### src/design/adcc_pkg.sv
// Package for the converter control block: map, fields, resets, timing, types
package adcc_pkg;
  // Register indices; byte address is four times the index
  localparam logic [11:0] IDX_CTRL   = 12'hf70;
  localparam logic [11:0] IDX_BUFALM = 12'hf71;
  localparam logic [11:0] IDX_RES_HI = 12'hf72;
  localparam logic [11:0] IDX_RES_LO = 12'hf73;
  localparam logic [11:0] IDX_THR_HI = 12'hf74;
  localparam logic [11:0] IDX_THR_LO = 12'hf76;
  localparam logic [11:0] IDX_POWER  = 12'hf7c;
  // Field positions
  localparam int CTRL_GO     = 7;
  localparam int CTRL_REFL   = 6;
  localparam int CTRL_REF_DRIVE_OUT = 5;
  localparam int CTRL_REPEAT = 4;
  localparam int BA_REFH     = 7;
  localparam int BA_HST      = 6;
  localparam int BA_LST      = 5;
  localparam int BA_HEN      = 4;
  localparam int BA_LEN      = 3;
  localparam int PWR_AUX_OFF = 0;
  localparam int PWR_ADC_EN  = 1;
  localparam int RES_W       = 13;
  // Reset values
  localparam logic [6:0] CTRL_RST   = 7'h00;
  localparam logic [7:0] BUFALM_RST = 8'h80;
  localparam logic [7:0] THR_HI_RST = 8'hff;
  localparam logic [7:0] THR_LO_RST = 8'h00;
  localparam logic [1:0] PWR_RST    = 2'h3;
  // Conversion timing in system clock cycles
  localparam int FIRST_CYCLES  = 5129;
  localparam int REPEAT_CYCLES = 256;
  // Input select codes
  localparam logic [3:0] SE_LAST   = 4'h7;
  localparam logic [3:0] SE_GND    = 4'hc;
  localparam logic [3:0] SE_TEMP   = 4'he;
  localparam logic [3:0] DIFF_LAST = 4'ha;
  localparam logic [3:0] DIFF_CAL  = 4'hf;
  // Reference select codes {high, low}
  localparam logic [1:0] REF_EXT = 2'h0;
  localparam logic [1:0] REF_1V0 = 2'h1;
  localparam logic [1:0] REF_2V0 = 2'h2;

  typedef enum logic [1:0] {ST_IDLE, ST_FIRST, ST_REPEAT} adcc_state_t;

  // Controls toward the analog core and switches
  typedef struct packed {
    logic       run;
    logic       restart;
    logic       switch_en;
    logic       diff;
    logic       buffered;
    logic       temp_sel;
    logic       gnd_amp;
    logic       offset_cal;
    logic [3:0] chan;
    logic       ref_int;
    logic       ref_2v0;
    logic       ref_drive;
    logic       aux_amp_on;
  } adcc_ana_t;

  // Sample from the analog core
  typedef struct packed {
    logic [12:0] data;
    logic        ovf;
  } adcc_smp_t;
endpackage

### src/design/adcc_top.sv
// Converter control: APB registers, conversion sequencing, alarms, result latch
`timescale 1ns/10ps
module adcc_top
  import adcc_pkg::*;
#(
  parameter int FIRST_CYC  = FIRST_CYCLES,
  parameter int REPEAT_CYC = REPEAT_CYCLES
) (
  // Clock and reset
  input  wire logic        CLK,
  input  wire logic        RSTN,
  // APB slave
  input  wire logic        PSEL,
  input  wire logic        PENABLE,
  input  wire logic        PWRITE,
  input  wire logic [13:0] PADDR,
  input  wire logic [31:0] PWDATA,
  output logic      [31:0] PRDATA,
  output logic             PREADY,
  output logic             PSLVERR,
  // Analog core
  input  wire adcc_smp_t   SAMPLE,
  output adcc_ana_t        ANA,
  // Interrupt request pulse
  output logic             IRQ
);

  // Counts must fit the 16-bit counter after doubling
  if (FIRST_CYC < 2 || REPEAT_CYC < 2 || 2 * FIRST_CYC > 65535 || 2 * REPEAT_CYC > 65535) begin
    $error("adcc_top: conversion counts out of range");
  end

  ////////////////////////////////////////////////////////////////////////////
  // Bus decode

  logic [11:0] idx;
  logic        access;
  logic        wr;
  logic        rd;
  logic        aligned;
  logic        hit_ctrl;
  logic        hit_bufalm;
  logic        hit_res_hi;
  logic        hit_res_lo;
  logic        hit_thr_hi;
  logic        hit_thr_lo;
  logic        hit_power;
  logic        mapped;

  // Address and strobe decode
  assign idx        = PADDR[13:2];
  assign aligned    = (PADDR[1:0] == 2'h0);
  assign access     = PSEL & PENABLE;
  assign wr         = access & PWRITE;
  assign rd         = access & ~PWRITE;
  assign hit_ctrl   = aligned & (idx == IDX_CTRL);
  assign hit_bufalm = aligned & (idx == IDX_BUFALM);
  assign hit_res_hi = aligned & (idx == IDX_RES_HI);
  assign hit_res_lo = aligned & (idx == IDX_RES_LO);
  assign hit_thr_hi = aligned & (idx == IDX_THR_HI);
  assign hit_thr_lo = aligned & (idx == IDX_THR_LO);
  assign hit_power  = aligned & (idx == IDX_POWER);
  assign mapped     = hit_ctrl | hit_bufalm | hit_res_hi | hit_res_lo
                    | hit_thr_hi | hit_thr_lo | hit_power;
  assign PREADY     = 1'b1;
  assign PSLVERR    = access & ~mapped;

  ////////////////////////////////////////////////////////////////////////////
  // Software registers

  logic [6:0]  ctrl;      // ref low, ref drive, repeat, input select
  logic        ref_high;
  logic        upper_alarm_irq_enable;
  logic        lower_alarm_irq_enable;
  logic [2:0]  buffer_mode_field;
  logic [7:0]  upper_threshold;
  logic [7:0]  lower_threshold;
  logic [1:0]  power_control_zero;
  logic        go_write;
  logic        adc_en;

  assign go_write = wr & hit_ctrl & PWDATA[CTRL_GO];
  assign adc_en   = power_control_zero[PWR_ADC_EN];

  // Control register writes; result bytes have no write path
  always_ff @(posedge CLK) begin
    if (!RSTN) begin
      ctrl                   <= CTRL_RST;
      ref_high               <= BUFALM_RST[BA_REFH];
      upper_alarm_irq_enable <= BUFALM_RST[BA_HEN];
      lower_alarm_irq_enable <= BUFALM_RST[BA_LEN];
      buffer_mode_field      <= BUFALM_RST[2:0];
      upper_threshold        <= THR_HI_RST;
      lower_threshold        <= THR_LO_RST;
      power_control_zero     <= PWR_RST;
    end else begin
      if (wr && hit_ctrl) begin
        ctrl <= PWDATA[6:0];
      end
      if (wr && hit_bufalm) begin
        ref_high               <= PWDATA[BA_REFH];
        upper_alarm_irq_enable <= PWDATA[BA_HEN];
        lower_alarm_irq_enable <= PWDATA[BA_LEN];
        buffer_mode_field      <= PWDATA[2:0];
      end
      if (wr && hit_thr_hi) begin
        upper_threshold <= PWDATA[7:0];
      end
      if (wr && hit_thr_lo) begin
        lower_threshold <= PWDATA[7:0];
      end
      if (wr && hit_power) begin
        power_control_zero <= PWDATA[1:0];
      end
    end
  end

  ////////////////////////////////////////////////////////////////////////////
  // Input and reference decode

  logic [3:0] input_select;
  logic       repeat_conversion;
  logic [1:0] ref_sel;
  logic       single_ended;
  logic       mode_ok;
  logic       code_ok;
  logic       temp_sel;

  // Field views and mode-dependent channel legality
  assign input_select      = ctrl[3:0];
  assign repeat_conversion = ctrl[CTRL_REPEAT];
  assign ref_sel           = {ref_high, ctrl[CTRL_REFL]};
  assign mode_ok           = ~buffer_mode_field[1];
  assign single_ended      = ~buffer_mode_field[2];
  assign code_ok = single_ended
                 ? (input_select <= SE_LAST) | (input_select == SE_GND)
                   | (input_select == SE_TEMP)
                 : (input_select <= DIFF_LAST) | (input_select == DIFF_CAL);
  assign temp_sel = mode_ok & single_ended & (input_select == SE_TEMP);

  ////////////////////////////////////////////////////////////////////////////
  // Conversion sequencer

  adcc_state_t state;
  adcc_state_t next_state;
  logic [15:0] cnt;
  logic [15:0] next_cnt;
  logic [15:0] first_lim;
  logic [15:0] rep_lim;
  logic        done;
  logic        busy;

  // Temperature input doubles both intervals
  assign first_lim = temp_sel ? 16'(2 * FIRST_CYC) : 16'(FIRST_CYC);
  assign rep_lim   = temp_sel ? 16'(2 * REPEAT_CYC) : 16'(REPEAT_CYC);
  assign busy      = (state != ST_IDLE);

  // Next state and cycle count
  always_comb begin
    next_state = state;
    next_cnt   = cnt + 16'h0001;
    done       = 1'b0;
    if (!adc_en) begin
      next_state = ST_IDLE;
      next_cnt   = 16'h0000;
    end else if (go_write) begin
      next_state = ST_FIRST;
      next_cnt   = 16'h0000;
    end else begin
      unique case (state)
        ST_IDLE: begin
          next_cnt = 16'h0000;
        end
        ST_FIRST: begin
          if (cnt == first_lim - 16'h0001) begin
            done       = 1'b1;
            next_cnt   = 16'h0000;
            next_state = repeat_conversion ? ST_REPEAT : ST_IDLE;
          end
        end
        ST_REPEAT: begin
          if (cnt == rep_lim - 16'h0001) begin
            done       = 1'b1;
            next_cnt   = 16'h0000;
            next_state = repeat_conversion ? ST_REPEAT : ST_IDLE;
          end
        end
      endcase
    end
  end

  // Sequencer registers; reset aborts any conversion
  always_ff @(posedge CLK) begin
    if (!RSTN) begin
      state <= ST_IDLE;
      cnt   <= 16'h0000;
    end else begin
      state <= next_state;
      cnt   <= next_cnt;
    end
  end

  ////////////////////////////////////////////////////////////////////////////
  // Result, alarms and interrupt

  logic [12:0] result;
  logic        hw_overflow_flag;
  logic [7:0]  lo_latch;
  logic [7:0]  result_upper_bits;
  logic        upper_alarm_flag;
  logic        lower_alarm_flag;
  logic        hi_evt;
  logic        lo_evt;
  logic        clr_hst;
  logic        clr_lst;

  // Threshold compare on single-ended samples only
  assign result_upper_bits = SAMPLE.data[12:5];
  assign hi_evt  = done & single_ended & (result_upper_bits > upper_threshold);
  assign lo_evt  = done & single_ended & (result_upper_bits < lower_threshold);
  assign clr_hst = wr & hit_bufalm & PWDATA[BA_HST];
  assign clr_lst = wr & hit_bufalm & PWDATA[BA_LST];

  // Result capture, lower-bit latch, sticky flags, interrupt pulse
  always_ff @(posedge CLK) begin
    if (!RSTN) begin
      result           <= '0;
      hw_overflow_flag <= 1'b0;
      lo_latch         <= 8'h00;
      upper_alarm_flag <= 1'b0;
      lower_alarm_flag <= 1'b0;
      IRQ              <= 1'b0;
    end else begin
      if (done) begin
        result           <= SAMPLE.data;
        hw_overflow_flag <= SAMPLE.ovf;
      end
      if (rd && hit_res_hi) begin
        lo_latch <= {result[4:0], 2'b00, hw_overflow_flag};
      end
      upper_alarm_flag <= hi_evt | (upper_alarm_flag & ~clr_hst);
      lower_alarm_flag <= lo_evt | (lower_alarm_flag & ~clr_lst);
      IRQ <= adc_en & (done | (hi_evt & upper_alarm_irq_enable)
                            | (lo_evt & lower_alarm_irq_enable));
    end
  end

  ////////////////////////////////////////////////////////////////////////////
  // Read data, captured in the setup phase

  logic [7:0] rdata;

  assign rdata = hit_ctrl   ? {busy, ctrl} :
                 hit_bufalm ? {ref_high, upper_alarm_flag, lower_alarm_flag,
                               upper_alarm_irq_enable, lower_alarm_irq_enable,
                               buffer_mode_field} :
                 hit_res_hi ? result[12:5] :
                 hit_res_lo ? lo_latch :
                 hit_thr_hi ? upper_threshold :
                 hit_thr_lo ? lower_threshold :
                 hit_power  ? {6'h00, power_control_zero} : 8'h00;

  // Register read data during setup
  always_ff @(posedge CLK) begin
    if (!RSTN) begin
      PRDATA <= 32'h00000000;
    end else if (PSEL && !PENABLE) begin
      PRDATA <= {24'h000000, rdata};
    end
  end

  ////////////////////////////////////////////////////////////////////////////
  // Analog controls

  adcc_ana_t next_ana;

  // Switch, reference and amplifier controls
  always_comb begin
    next_ana            = '0;
    next_ana.run        = (next_state != ST_IDLE);
    next_ana.restart    = go_write & adc_en;
    next_ana.switch_en  = mode_ok & code_ok;
    next_ana.diff       = ~single_ended;
    next_ana.buffered   = buffer_mode_field[0];
    next_ana.temp_sel   = temp_sel;
    next_ana.gnd_amp    = mode_ok & single_ended & (input_select == SE_GND);
    next_ana.offset_cal = mode_ok & ~single_ended & (input_select == DIFF_CAL);
    next_ana.chan       = input_select;
    next_ana.ref_int    = (ref_sel == REF_1V0) | (ref_sel == REF_2V0);
    next_ana.ref_2v0    = (ref_sel == REF_2V0);
    next_ana.ref_drive  = ctrl[CTRL_REF_DRIVE_OUT];
    next_ana.aux_amp_on = ~power_control_zero[PWR_AUX_OFF];
  end

  // Registered analog controls
  always_ff @(posedge CLK) begin
    if (!RSTN) begin
      ANA <= '0;
    end else begin
      ANA <= next_ana;
    end
  end
endmodule

### config.mk
export PLATFORM = sky130hd
export DESIGN_NAME = adcc_top
export DESIGN_NICKNAME = d
export VERILOG_FILES = /design/src/design/adcc_pkg.sv /design/src/design/adcc_top.sv
export SDC_FILE = /design/constraint.sdc
export NUM_CORES = 1
export LEC_CHECK = 0
export ABC_AREA = 1
export BUFFER_PORTS_ARGS = -buffer_cell sky130_fd_sc_hd__buf_4
export CORE_ASPECT_RATIO = 1.1
export CORE_MARGIN = 2
export CORE_UTILIZATION = 46
export CTS_CLUSTER_DIAMETER = 150
export CTS_CLUSTER_SIZE = 24
export DETAILED_ROUTE_END_ITERATION = 10
export PLACE_DENSITY = 0.7
export SYNTH_ARGS = -nofsm -noshare
export SYNTH_HDL_FRONTEND = slang
export SYNTH_SLANG_ARGS = --single-unit
### constraint.sdc
create_clock -name CLK -period 1.9 [get_ports CLK]
set_input_delay 0.19 -clock CLK [delete_from_list [all_inputs] [get_ports CLK]]
set_output_delay 0.19 -clock CLK [all_outputs]
set_load 0.02 [all_outputs]
# == Word level (Yosys, flattened, before mapping) ==
# Index checks and enable logic that the tools add are counted.
# word_totals
register_bits,96
out_inout_bits,51
# op_classes
add_sub_neg,3
order_cmp,4
n_eq_ne,16
muxes,24
bitwise,54
n_reduce_logical,13
# ops
operator,count
$eq 12x12->1 const B,7
$mux 8,6
$pmux 16 s3,1
$eq 16x16->1,2
$mux 16,2
$and 1x1->1,31
$add 16x1->16 const B,1
$sub 14x1->15 const B,1
$mux 14,1
$or 1x1->1,14
$eq 4x4->1 const B,3
$mux 2,6
$sub 10x1->11 const B,1
$mux 10,1
$not 1->1,9
$gt 8x8->1,1
$lt 8x8->1,1
$logic_and 1x1->1,7
$mux 1,5
$eq 2x1->1 const B,2
$eq 2x2->1 const B,2
$le 4x3->1 const B,1
$le 4x4->1 const B,1
$logic_not 2->1,2
5 further kinds,6

# == Depth between registers and ports, before layout ==
# Gate-level depths: netlist (run 1).
# depth
word_depth,16
mapped_depth,15

# == Worst setup path after synthesis (run 1) ==
# OpenSTA, ideal clock, no wires.
# synth_path
path_type,register to register
startpoint,reg cnt[0]
endpoint,reg result[12]
setup_time_ns,0.132
arrival_ns,1.543
required_time_ns,1.768
slack_ns,0.225
stages_incl_launch_ff,12
n_path_buf,1
period_less_slack_ns,1.675
cell_sequence,dfxtp_1 ha_1 nand2_1 nor2_2 nand3_1 nor2_4 nand3_2 nand2_4 nand2_4 buf_6 nor2_1 nor3_1
# synth_via
elab_chain_len,5
elab_cells_between_ends,7
# synth_rtl
item,line,text
from (decl),adcc_top.sv:146,logic [15:0] cnt;
from (signal assigned),adcc_top.sv:199,cnt <= next_cnt;
"$eq 16x16->1, on equally long branches","adcc_top.sv:182, adcc_top.sv:175",
"$mux 1, on equally long branches","adcc_top.sv:182, adcc_top.sv:175",
$pmux 1 s2 *,adcc_top.sv:170,unique case (state)
$mux 1 *,adcc_top.sv:166,end else if (go_write) begin
$mux 1 *,adcc_top.sv:163,if (!adc_en) begin
to (signal assigned),adcc_top.sv:235,result <= SAMPLE.data;
to (decl),adcc_top.sv:206,logic [12:0] result;
# Mark *: on every way between the ends. The rest lies on a longest branch, timed or not.
# A chain may end at the register's enable or synchronous reset.

# == Worst setup path in the final report (run 1) ==
# layout_path
startpoint,reg cnt[1]
endpoint,reg result[2]
# Same word-level chain as after synthesis.

==> results.tsv, run 1 <==
metric	value	unit
fill count	990	
largest family of logic cells by synthesized area	simple AND/OR/NAND/NOR gates	
cell family with most CP delay	simple AND/OR/NAND/NOR gates	
grt ovf	0	
critical path cell sequence	ha_1, nand2_1, nor2_2, nand3_2, nor2_4, nand3_4, nand2_8, nand2_8, a211oi_1	
Rows	39	
Seq pwr share	48.3	%
iteration-0 DRC count of the detailed router	228	
Hold Vio Cnt, Final	0	
I/O pin total	116	
Fin Clk Skew	0.0102	ns
Switching Fraction	23.9	%
CP Max Fanout	13	
syn_area_per_cell	7.31	sq um
most common cell type on the critical path	nand2_8	
clock slew at reported path FFs	0.06	ns
max cap viols	0	
share of layout cells above drive strength 1	18.7	%
drt pass-1 iters	5	
Peak supply drop	0.000449	V
Pint	3.19	mW
post-layout util	57.1	%
Routed WL	12.3	mm
area of the multi-input gates	2490	sq um
mux share of post-synthesis cell area	0	%
f_max	561	MHz
Worst Hold Class	in2reg	
clk buf depth	2	
Slew Viols, Final	0	
total clock buffers created by CTS	9	
status	complete, no violations	
Post-Synth XOR/XNOR Area	1.60	%
slew at the pin closest to its max-slew limit	0.678	ns
relative slew slack	54.7	%
Adder-Cell Fraction of Synth Area	5.07	%
crit start category	flip-flop	
total global-route track usage	21.9	%
initial core utilization	47.5	%
DR vias	4464	
placed cell areas	5530	sq um
design area	5940	sq um
clock group share of total power	45.2	%
register area	1920	sq um
pin count of the biggest net entering global routing	27	
via/cell ratio	4.98	
slowest CP cell	dfxtp_1	
Die W	103	um
# diodes	0	
H-tree Lvls	3	
Post-DRT Antenna Nets	0	
Root Driver	clkbuf_16	
total power	4.18	mW
Net Switching	998	uW
Period minus WS final	1.78	ns
PortBufs	66	
Routed WL per cell	13.7	um
fin crit share	93.9	%
height of the die	113	um
# setup viols final	0	
critical path arrival	2.04	ns
initial antenna violation count	0	
Yosys reg bits	96	
Post-Synthesis Cells	675	
CTS sink count	96	
core box area	10400	sq um
Static Leak	2.74	nW
Crit Path Category	reg2reg	
Simple-Gate Fraction of Synth Area	24.4	%
Ys Warns	0	
synthesized area	4930	sq um
Worst Path Buf+Inv	0	
CTS tree	built	
first-pass GRT wire length	19.9	mm
gpl congestion	0.898	
Logic pwr share	6.6	%
Synth Area in Compound Gates	15.8	%
area grow syn2layout	20.3	%
PD cells	705	nW/um^2
Clk Latency, worst-skew pair	0.35	ns
Worst Path Required	2.16	ns
die area	11600	sq um
DRC	0	
vias in the first global route	4212	
Worst setup EP type	flip-flop	
CP peak stage delay	0.36	ns
nets@finish	833	
Final Instance Count excl. Fillers	896	
hold slack	0.123	ns
sequential area share after synthesis	39.0	%
RSZ-0062 raised after global routing	true	
placed insts	878	
hpwl dp	9.34	mm
Yosys cell types	38	
==> layout by cell type, fill, tap and decap left out, drive strengths merged <==
master	instances
a211oi	18
a21oi	53
a22oi	1
a31oi	1
buf	81
bufinv	1
clkbuf	10
clkinv	1
clkinvlp	1
conb	25
dfxtp	96
ha	20
inv	109
nand2	131
nand3	20
nand4	11
nor2	82
nor3	13
nor3b	4
nor4	3
o211ai	17
o21ai	42
o21bai	1
o22ai	1
or2	2
xnor2	2
xor2	7
==> cell type report <==
class	instances	area share, %
well taps	143	3.01
multi-input cells	454	41.9
clock buffers	10	4.03
clock inverters	6	1.22
inverters	106	6.70
flip-flops and latches	96	32.4
repair buffers	81	10.7
==> what timing repair did <==
action                                  CTS  global route
cloned                                    0             1
hold buffers                              0             0
endpoints found under the setup margin    1            18
buffers inserted                          0             1
gates resized for setup                   1            17
pin swaps                                 0             3
==> layer usage <==
layer / GRT usage [%] / part of all wire [%] / vias to the layer above
li1: - / - / 2278
met1: 28.9 / 45 / 2055
met2: 35.3 / 48 / 114
met3: 4.11 / 4.8 / 17
met4: 8.77 / 1.8 / 0
met5: 0 / 0 / -
==> synthesized netlist by cell type, drive strengths merged <==
library cell / instances / area share (%)
nor4: 3 / 0.38
o22ai: 1 / 0.13
o211ai: 17 / 2.6
o21ai: 42 / 4.3
o21bai: 1 / 0.15
or2: 2 / 0.25
xnor2: 2 / 0.36
nand2: 130 / 10
a21oi: 53 / 5.5
conb: 2 / 0.15
nand4: 11 / 1.5
nor3b: 4 / 0.61
a211oi: 18 / 2.9
a22oi: 1 / 0.15
inv: 106 / 8.1
buf: 34 / 5.3
xor2: 7 / 1.2
ha: 20 / 5.1
nand3: 20 / 2.2
dfxtp: 96 / 39
nor2: 82 / 7.3
clkbuf: 9 / 0.68
nor3: 13 / 1.6
a31oi: 1 / 0.13
==> final timing paths <==
kind	slack, ns	cells past startpoint	start	endpoint
max reg2reg	0.12	9	cnt[1]	result[2]
min reg2reg	0.46	2	ctrl[5]	ANA[1]
max	0.12	9	cnt[1]	result[2]
min	0.12	3	PWDATA[7]	ANA[14]
==> power by group through the flow <==
| stage | Sequential (mW) | Combinational, mW | Clock, mW |
|---|---|---|---|
| floorplan | 2.07 | 0.173 | 0 |
| global placement | 2.07 | 0.267 | 0 |
| detailed placement | 2.07 | 0.271 | 0 |
| CTS | 2.02 | 0.272 | 1.91 |
| global route | 2.02 | 0.302 | 1.99 |
| finish | 2.02 | 0.275 | 1.89 |
==> cell families after synthesis <==
family,after synthesis
flip-flops,96
buffers and inverters,149
AND/OR/NAND/NOR,265
XOR/XNOR,9
other,2
AO/OA/AOI/OAI,134
adder cells (fa/ha/maj),20
==> worst register-to-register path, stage by stage, from the launching register on <==
cell,delay (ns)
dfxtp_1,0.36
ha_1,0.17
nand2_1,0.08
nor2_2,0.14
nand3_2,0.12
nor2_4,0.21
nand3_4,0.13
nand2_8,0.13
nand2_8,0.12
a211oi_1,0.24
==> sequential cells by signal, indices dropped and copies added (netlist names), 2 cells and up <==
register	flops
result	13
PRDATA	8
buffer_mode_field	3
cnt	16
power_control_zero	2
ctrl	7
upper_threshold	8
state	2
ANA	16
lower_threshold	8
lo_latch	6
==> metrics by stage <==
step	setup slack, ns	setup TNS, ns
6_report	0.117	0
5_1_grt	-0.00271	-0.00276
4_1_cts	0.0112	0
3_5_place_dp	0.000557	0
3_3_place_gp	0.0705	0
2_1_floorplan	0.225	0
No activity file was read; power rests on OpenSTA's default activity.
==> run 2: changes to the inputs <==
--- a/config.mk
+++ b/config.mk
@@ -5,7 +5,6 @@
 export SDC_FILE = /design/constraint.sdc
 export NUM_CORES = 1
 export LEC_CHECK = 0
-export ABC_AREA = 1
 export BUFFER_PORTS_ARGS = -buffer_cell sky130_fd_sc_hd__buf_4
 export CORE_ASPECT_RATIO = 1.1
 export CORE_MARGIN = 2
==> results.tsv, run 2 <==
metric	value	unit
Post-Synth XOR/XNOR Area	2.63	%
PortBufs	66	
Worst Hold Class	in2reg	
fin crit share	103	%
first-pass GRT wire length	20.3	mm
CTS tree	built	
f_max	513	MHz
Worst setup EP type	flip-flop	
pre-CTS WS	-0.0712	ns
Slew Viols, Final	0	
CP Max Fanout	14	
pin count of the biggest net entering global routing	45	
area grow syn2layout	25.4	%
status	finished with violations	
Synth area leader	dfxtp_1	
RSZ-0062 raised after global routing	true	
# setup viols final	14	
critical path arrival	2.17	ns
grt ovf	0	
syn_area_per_cell	8.82	sq um
largest family of logic cells by synthesized area	simple AND/OR/NAND/NOR gates	
failing checks	setup timing	
Peak supply drop	0.000349	V
drt pass-1 iters	5	
Area contributors post-synth	dfxtp_1 (38%), mux2i_1 (12%), nand2_1 (5.6%), ha_1 (5.0%), nor2b_1 (4.8%)	
fill count	929	
Synth Area in Compound Gates	10.3	%
Simple-Gate Fraction of Synth Area	23.8	%
initial antenna violation count	0	
Crit Path Category	reg2reg	
Post-DRT Antenna Nets	0	
Switching Fraction	23.1	%
PD cells	666	nW/um^2
total global-route track usage	22.3	%
Static Leak	2.73	nW
share of layout cells above drive strength 1	24.5	%
count leader, synth	dfxtp_1	
commonest non-fill, non-tap cell in the layout	buf_4	
Post-Synthesis Cells	567	
hold-fix buffers at CTS	0	
Fin Clk Skew	0.0122	ns
post-layout util	59.8	%
core box area	10500	sq um
# diodes	0	
clock group share of total power	43.9	%
nets@finish	754	
gpl congestion	0.924	
DRC	0	
predominant post-synthesis flop cell	dfxtp_1	
height of the die	113	um
mux share of post-synthesis cell area	11.8	%
Yosys cell types	59	
synthesized area	5000	sq um
Commonest cells post-synth	dfxtp_1 (96), nand2_1 (74), mux2i_1 (59)	
Ys Warns	0	
Yosys top cell area share	38.4	%
H-tree Lvls	3	
CTS sink count	96	
Net Switching	966	uW
largest registers	ANA: 16 flops, cnt: 16 flops, result: 13 flops	
Clk Latency, worst-skew pair	0.34	ns
Adder-Cell Fraction of Synth Area	5.00	%
Routed WL per cell	15.5	um
iteration-0 DRC count of the detailed router	281	
vias in the first global route	4204	
Worst Path Required	2.12	ns
Routed WL	12.6	mm
Logic pwr share	7.6	%
via/cell ratio	5.26	
Rows	39	
Yosys reg bits	96	
I/O pin total	116	
ys async rst share	0	%
Die W	103	um
crit start category	flip-flop	
Post-synth EDFFs	0	
clk buf depth	2	
total clock buffers created by CTS	9	
Hold Vio Cnt, Final	0	
Pint	3.21	mW
clock slew at reported path FFs	0.07	ns
hpwl dp	9.76	mm
die area	11700	sq um
DR vias	4295	
most frequent cells in the layout	buf_4 (114), dfxtp_1 (90), nand2_1 (73)	
Period minus WS final	1.95	ns
max cap viols	0	
initial core utilization	47.7	%
Seq pwr share	48.5	%
sequential area share after synthesis	38.4	%
Root Driver	clkbuf_16	
post-route setup slack	-0.0495	ns
==> run 2: changes by cell type after synthesis, sizes merged, moves of 6 or more <==
cell	delta
a211oi	-15
a21oi	-37
and2	+14
clkbuf	+12
inv	-83
mux2i	+59
nand2	-56
nor2	-48
nor2b	+38
nor3	-10
o211ai	-15
o21ai	-21
xnor2	+6
==> run 2: worst max-delay path, stage by stage (launching register included) <==
cell and delay (ns):
dfxtp_2 0.32, or3_4 0.41, nor4_4 0.31, nand3_1 0.12, a211o_1 0.35, buf_12 0.18, mux2i_1 0.12
==> run 2: worst paths after layout <==
check | endpoint | cells past startpoint | slack, ns | from
max | result[1] | 6 | -0.05 | cnt[9]
min | result[4] | 3 | 0.11 | SAMPLE[5]
max reg2reg | result[1] | 6 | -0.05 | cnt[9]
min reg2reg | result[7] | 2 | 0.46 | result[7]
==> run 2: cell families (layout without fill, tap and decap cells) <==
family | Yosys count | after routing
adder cells (fa/ha/maj) | 20 | 20
flip-flops | 96 | 96
buffers and inverters | 74 | 158
multiplexers | 59 | 59
other | 2 | 25
AO/OA/AOI/OAI | 78 | 78
AND/OR/NAND/NOR | 223 | 223
XOR/XNOR | 15 | 15
==> run 2: what timing repair did <==
action,in CTS,in global routing
gates resized for setup,6,11
setup endpoints to repair,31,34
pin swaps,0,4
setup buffers,2,0
==> run 2: final cells by class <==
| type | instances | area [sq um] | area share, % |
|---|---|---|---|
| clock buffer | 11 | 243 | 3.87 |
| clock inverter | 5 | 62.6 | 0.997 |
| inverter | 23 | 86.3 | 1.38 |
| multi-input combinational | 420 | 2820 | 44.9 |
| sequential | 96 | 1930 | 30.7 |
| tap | 143 | 179 | 2.85 |
| timing repair buffer | 119 | 956 | 15.2 |
==> run 2: routing by layer <==
| metal | global-route usage [%] | wire length, um |
|---|---|---|
| met1 | 28.3 | 5350 |
| met2 | 38.2 | 6390 |
| met3 | 4.47 | 727 |
| met4 | 6.05 | 182 |
| met5 | 0 | 0 |
==> run 2: per-stage QoR <==
stage	TNS, ns	hold slack (ns)	instance area [sq um]	power [mW]	cells
global placement	-0.433	0.443	5900	2.38	799
global route	-2.70	0.105	6270	4.32	817
finish	-0.578	0.109	6270	4.18	817
CTS	-0.819	0.105	6240	4.21	817
detailed placement	-1.30	0.454	5900	2.39	799
floorplan	-0.486	0.315	5100	2.28	590
==> run 2: power groups by stage <==
stage | sequential [mW] | clock, mW | combinational (mW)
after floorplan | 2.08 | 0 | 0.202
after CTS | 2.03 | 1.87 | 0.318
final | 2.03 | 1.83 | 0.320
after detailed placement | 2.07 | 0 | 0.316
after global placement | 2.07 | 0 | 0.310
after global routing | 2.03 | 1.95 | 0.346
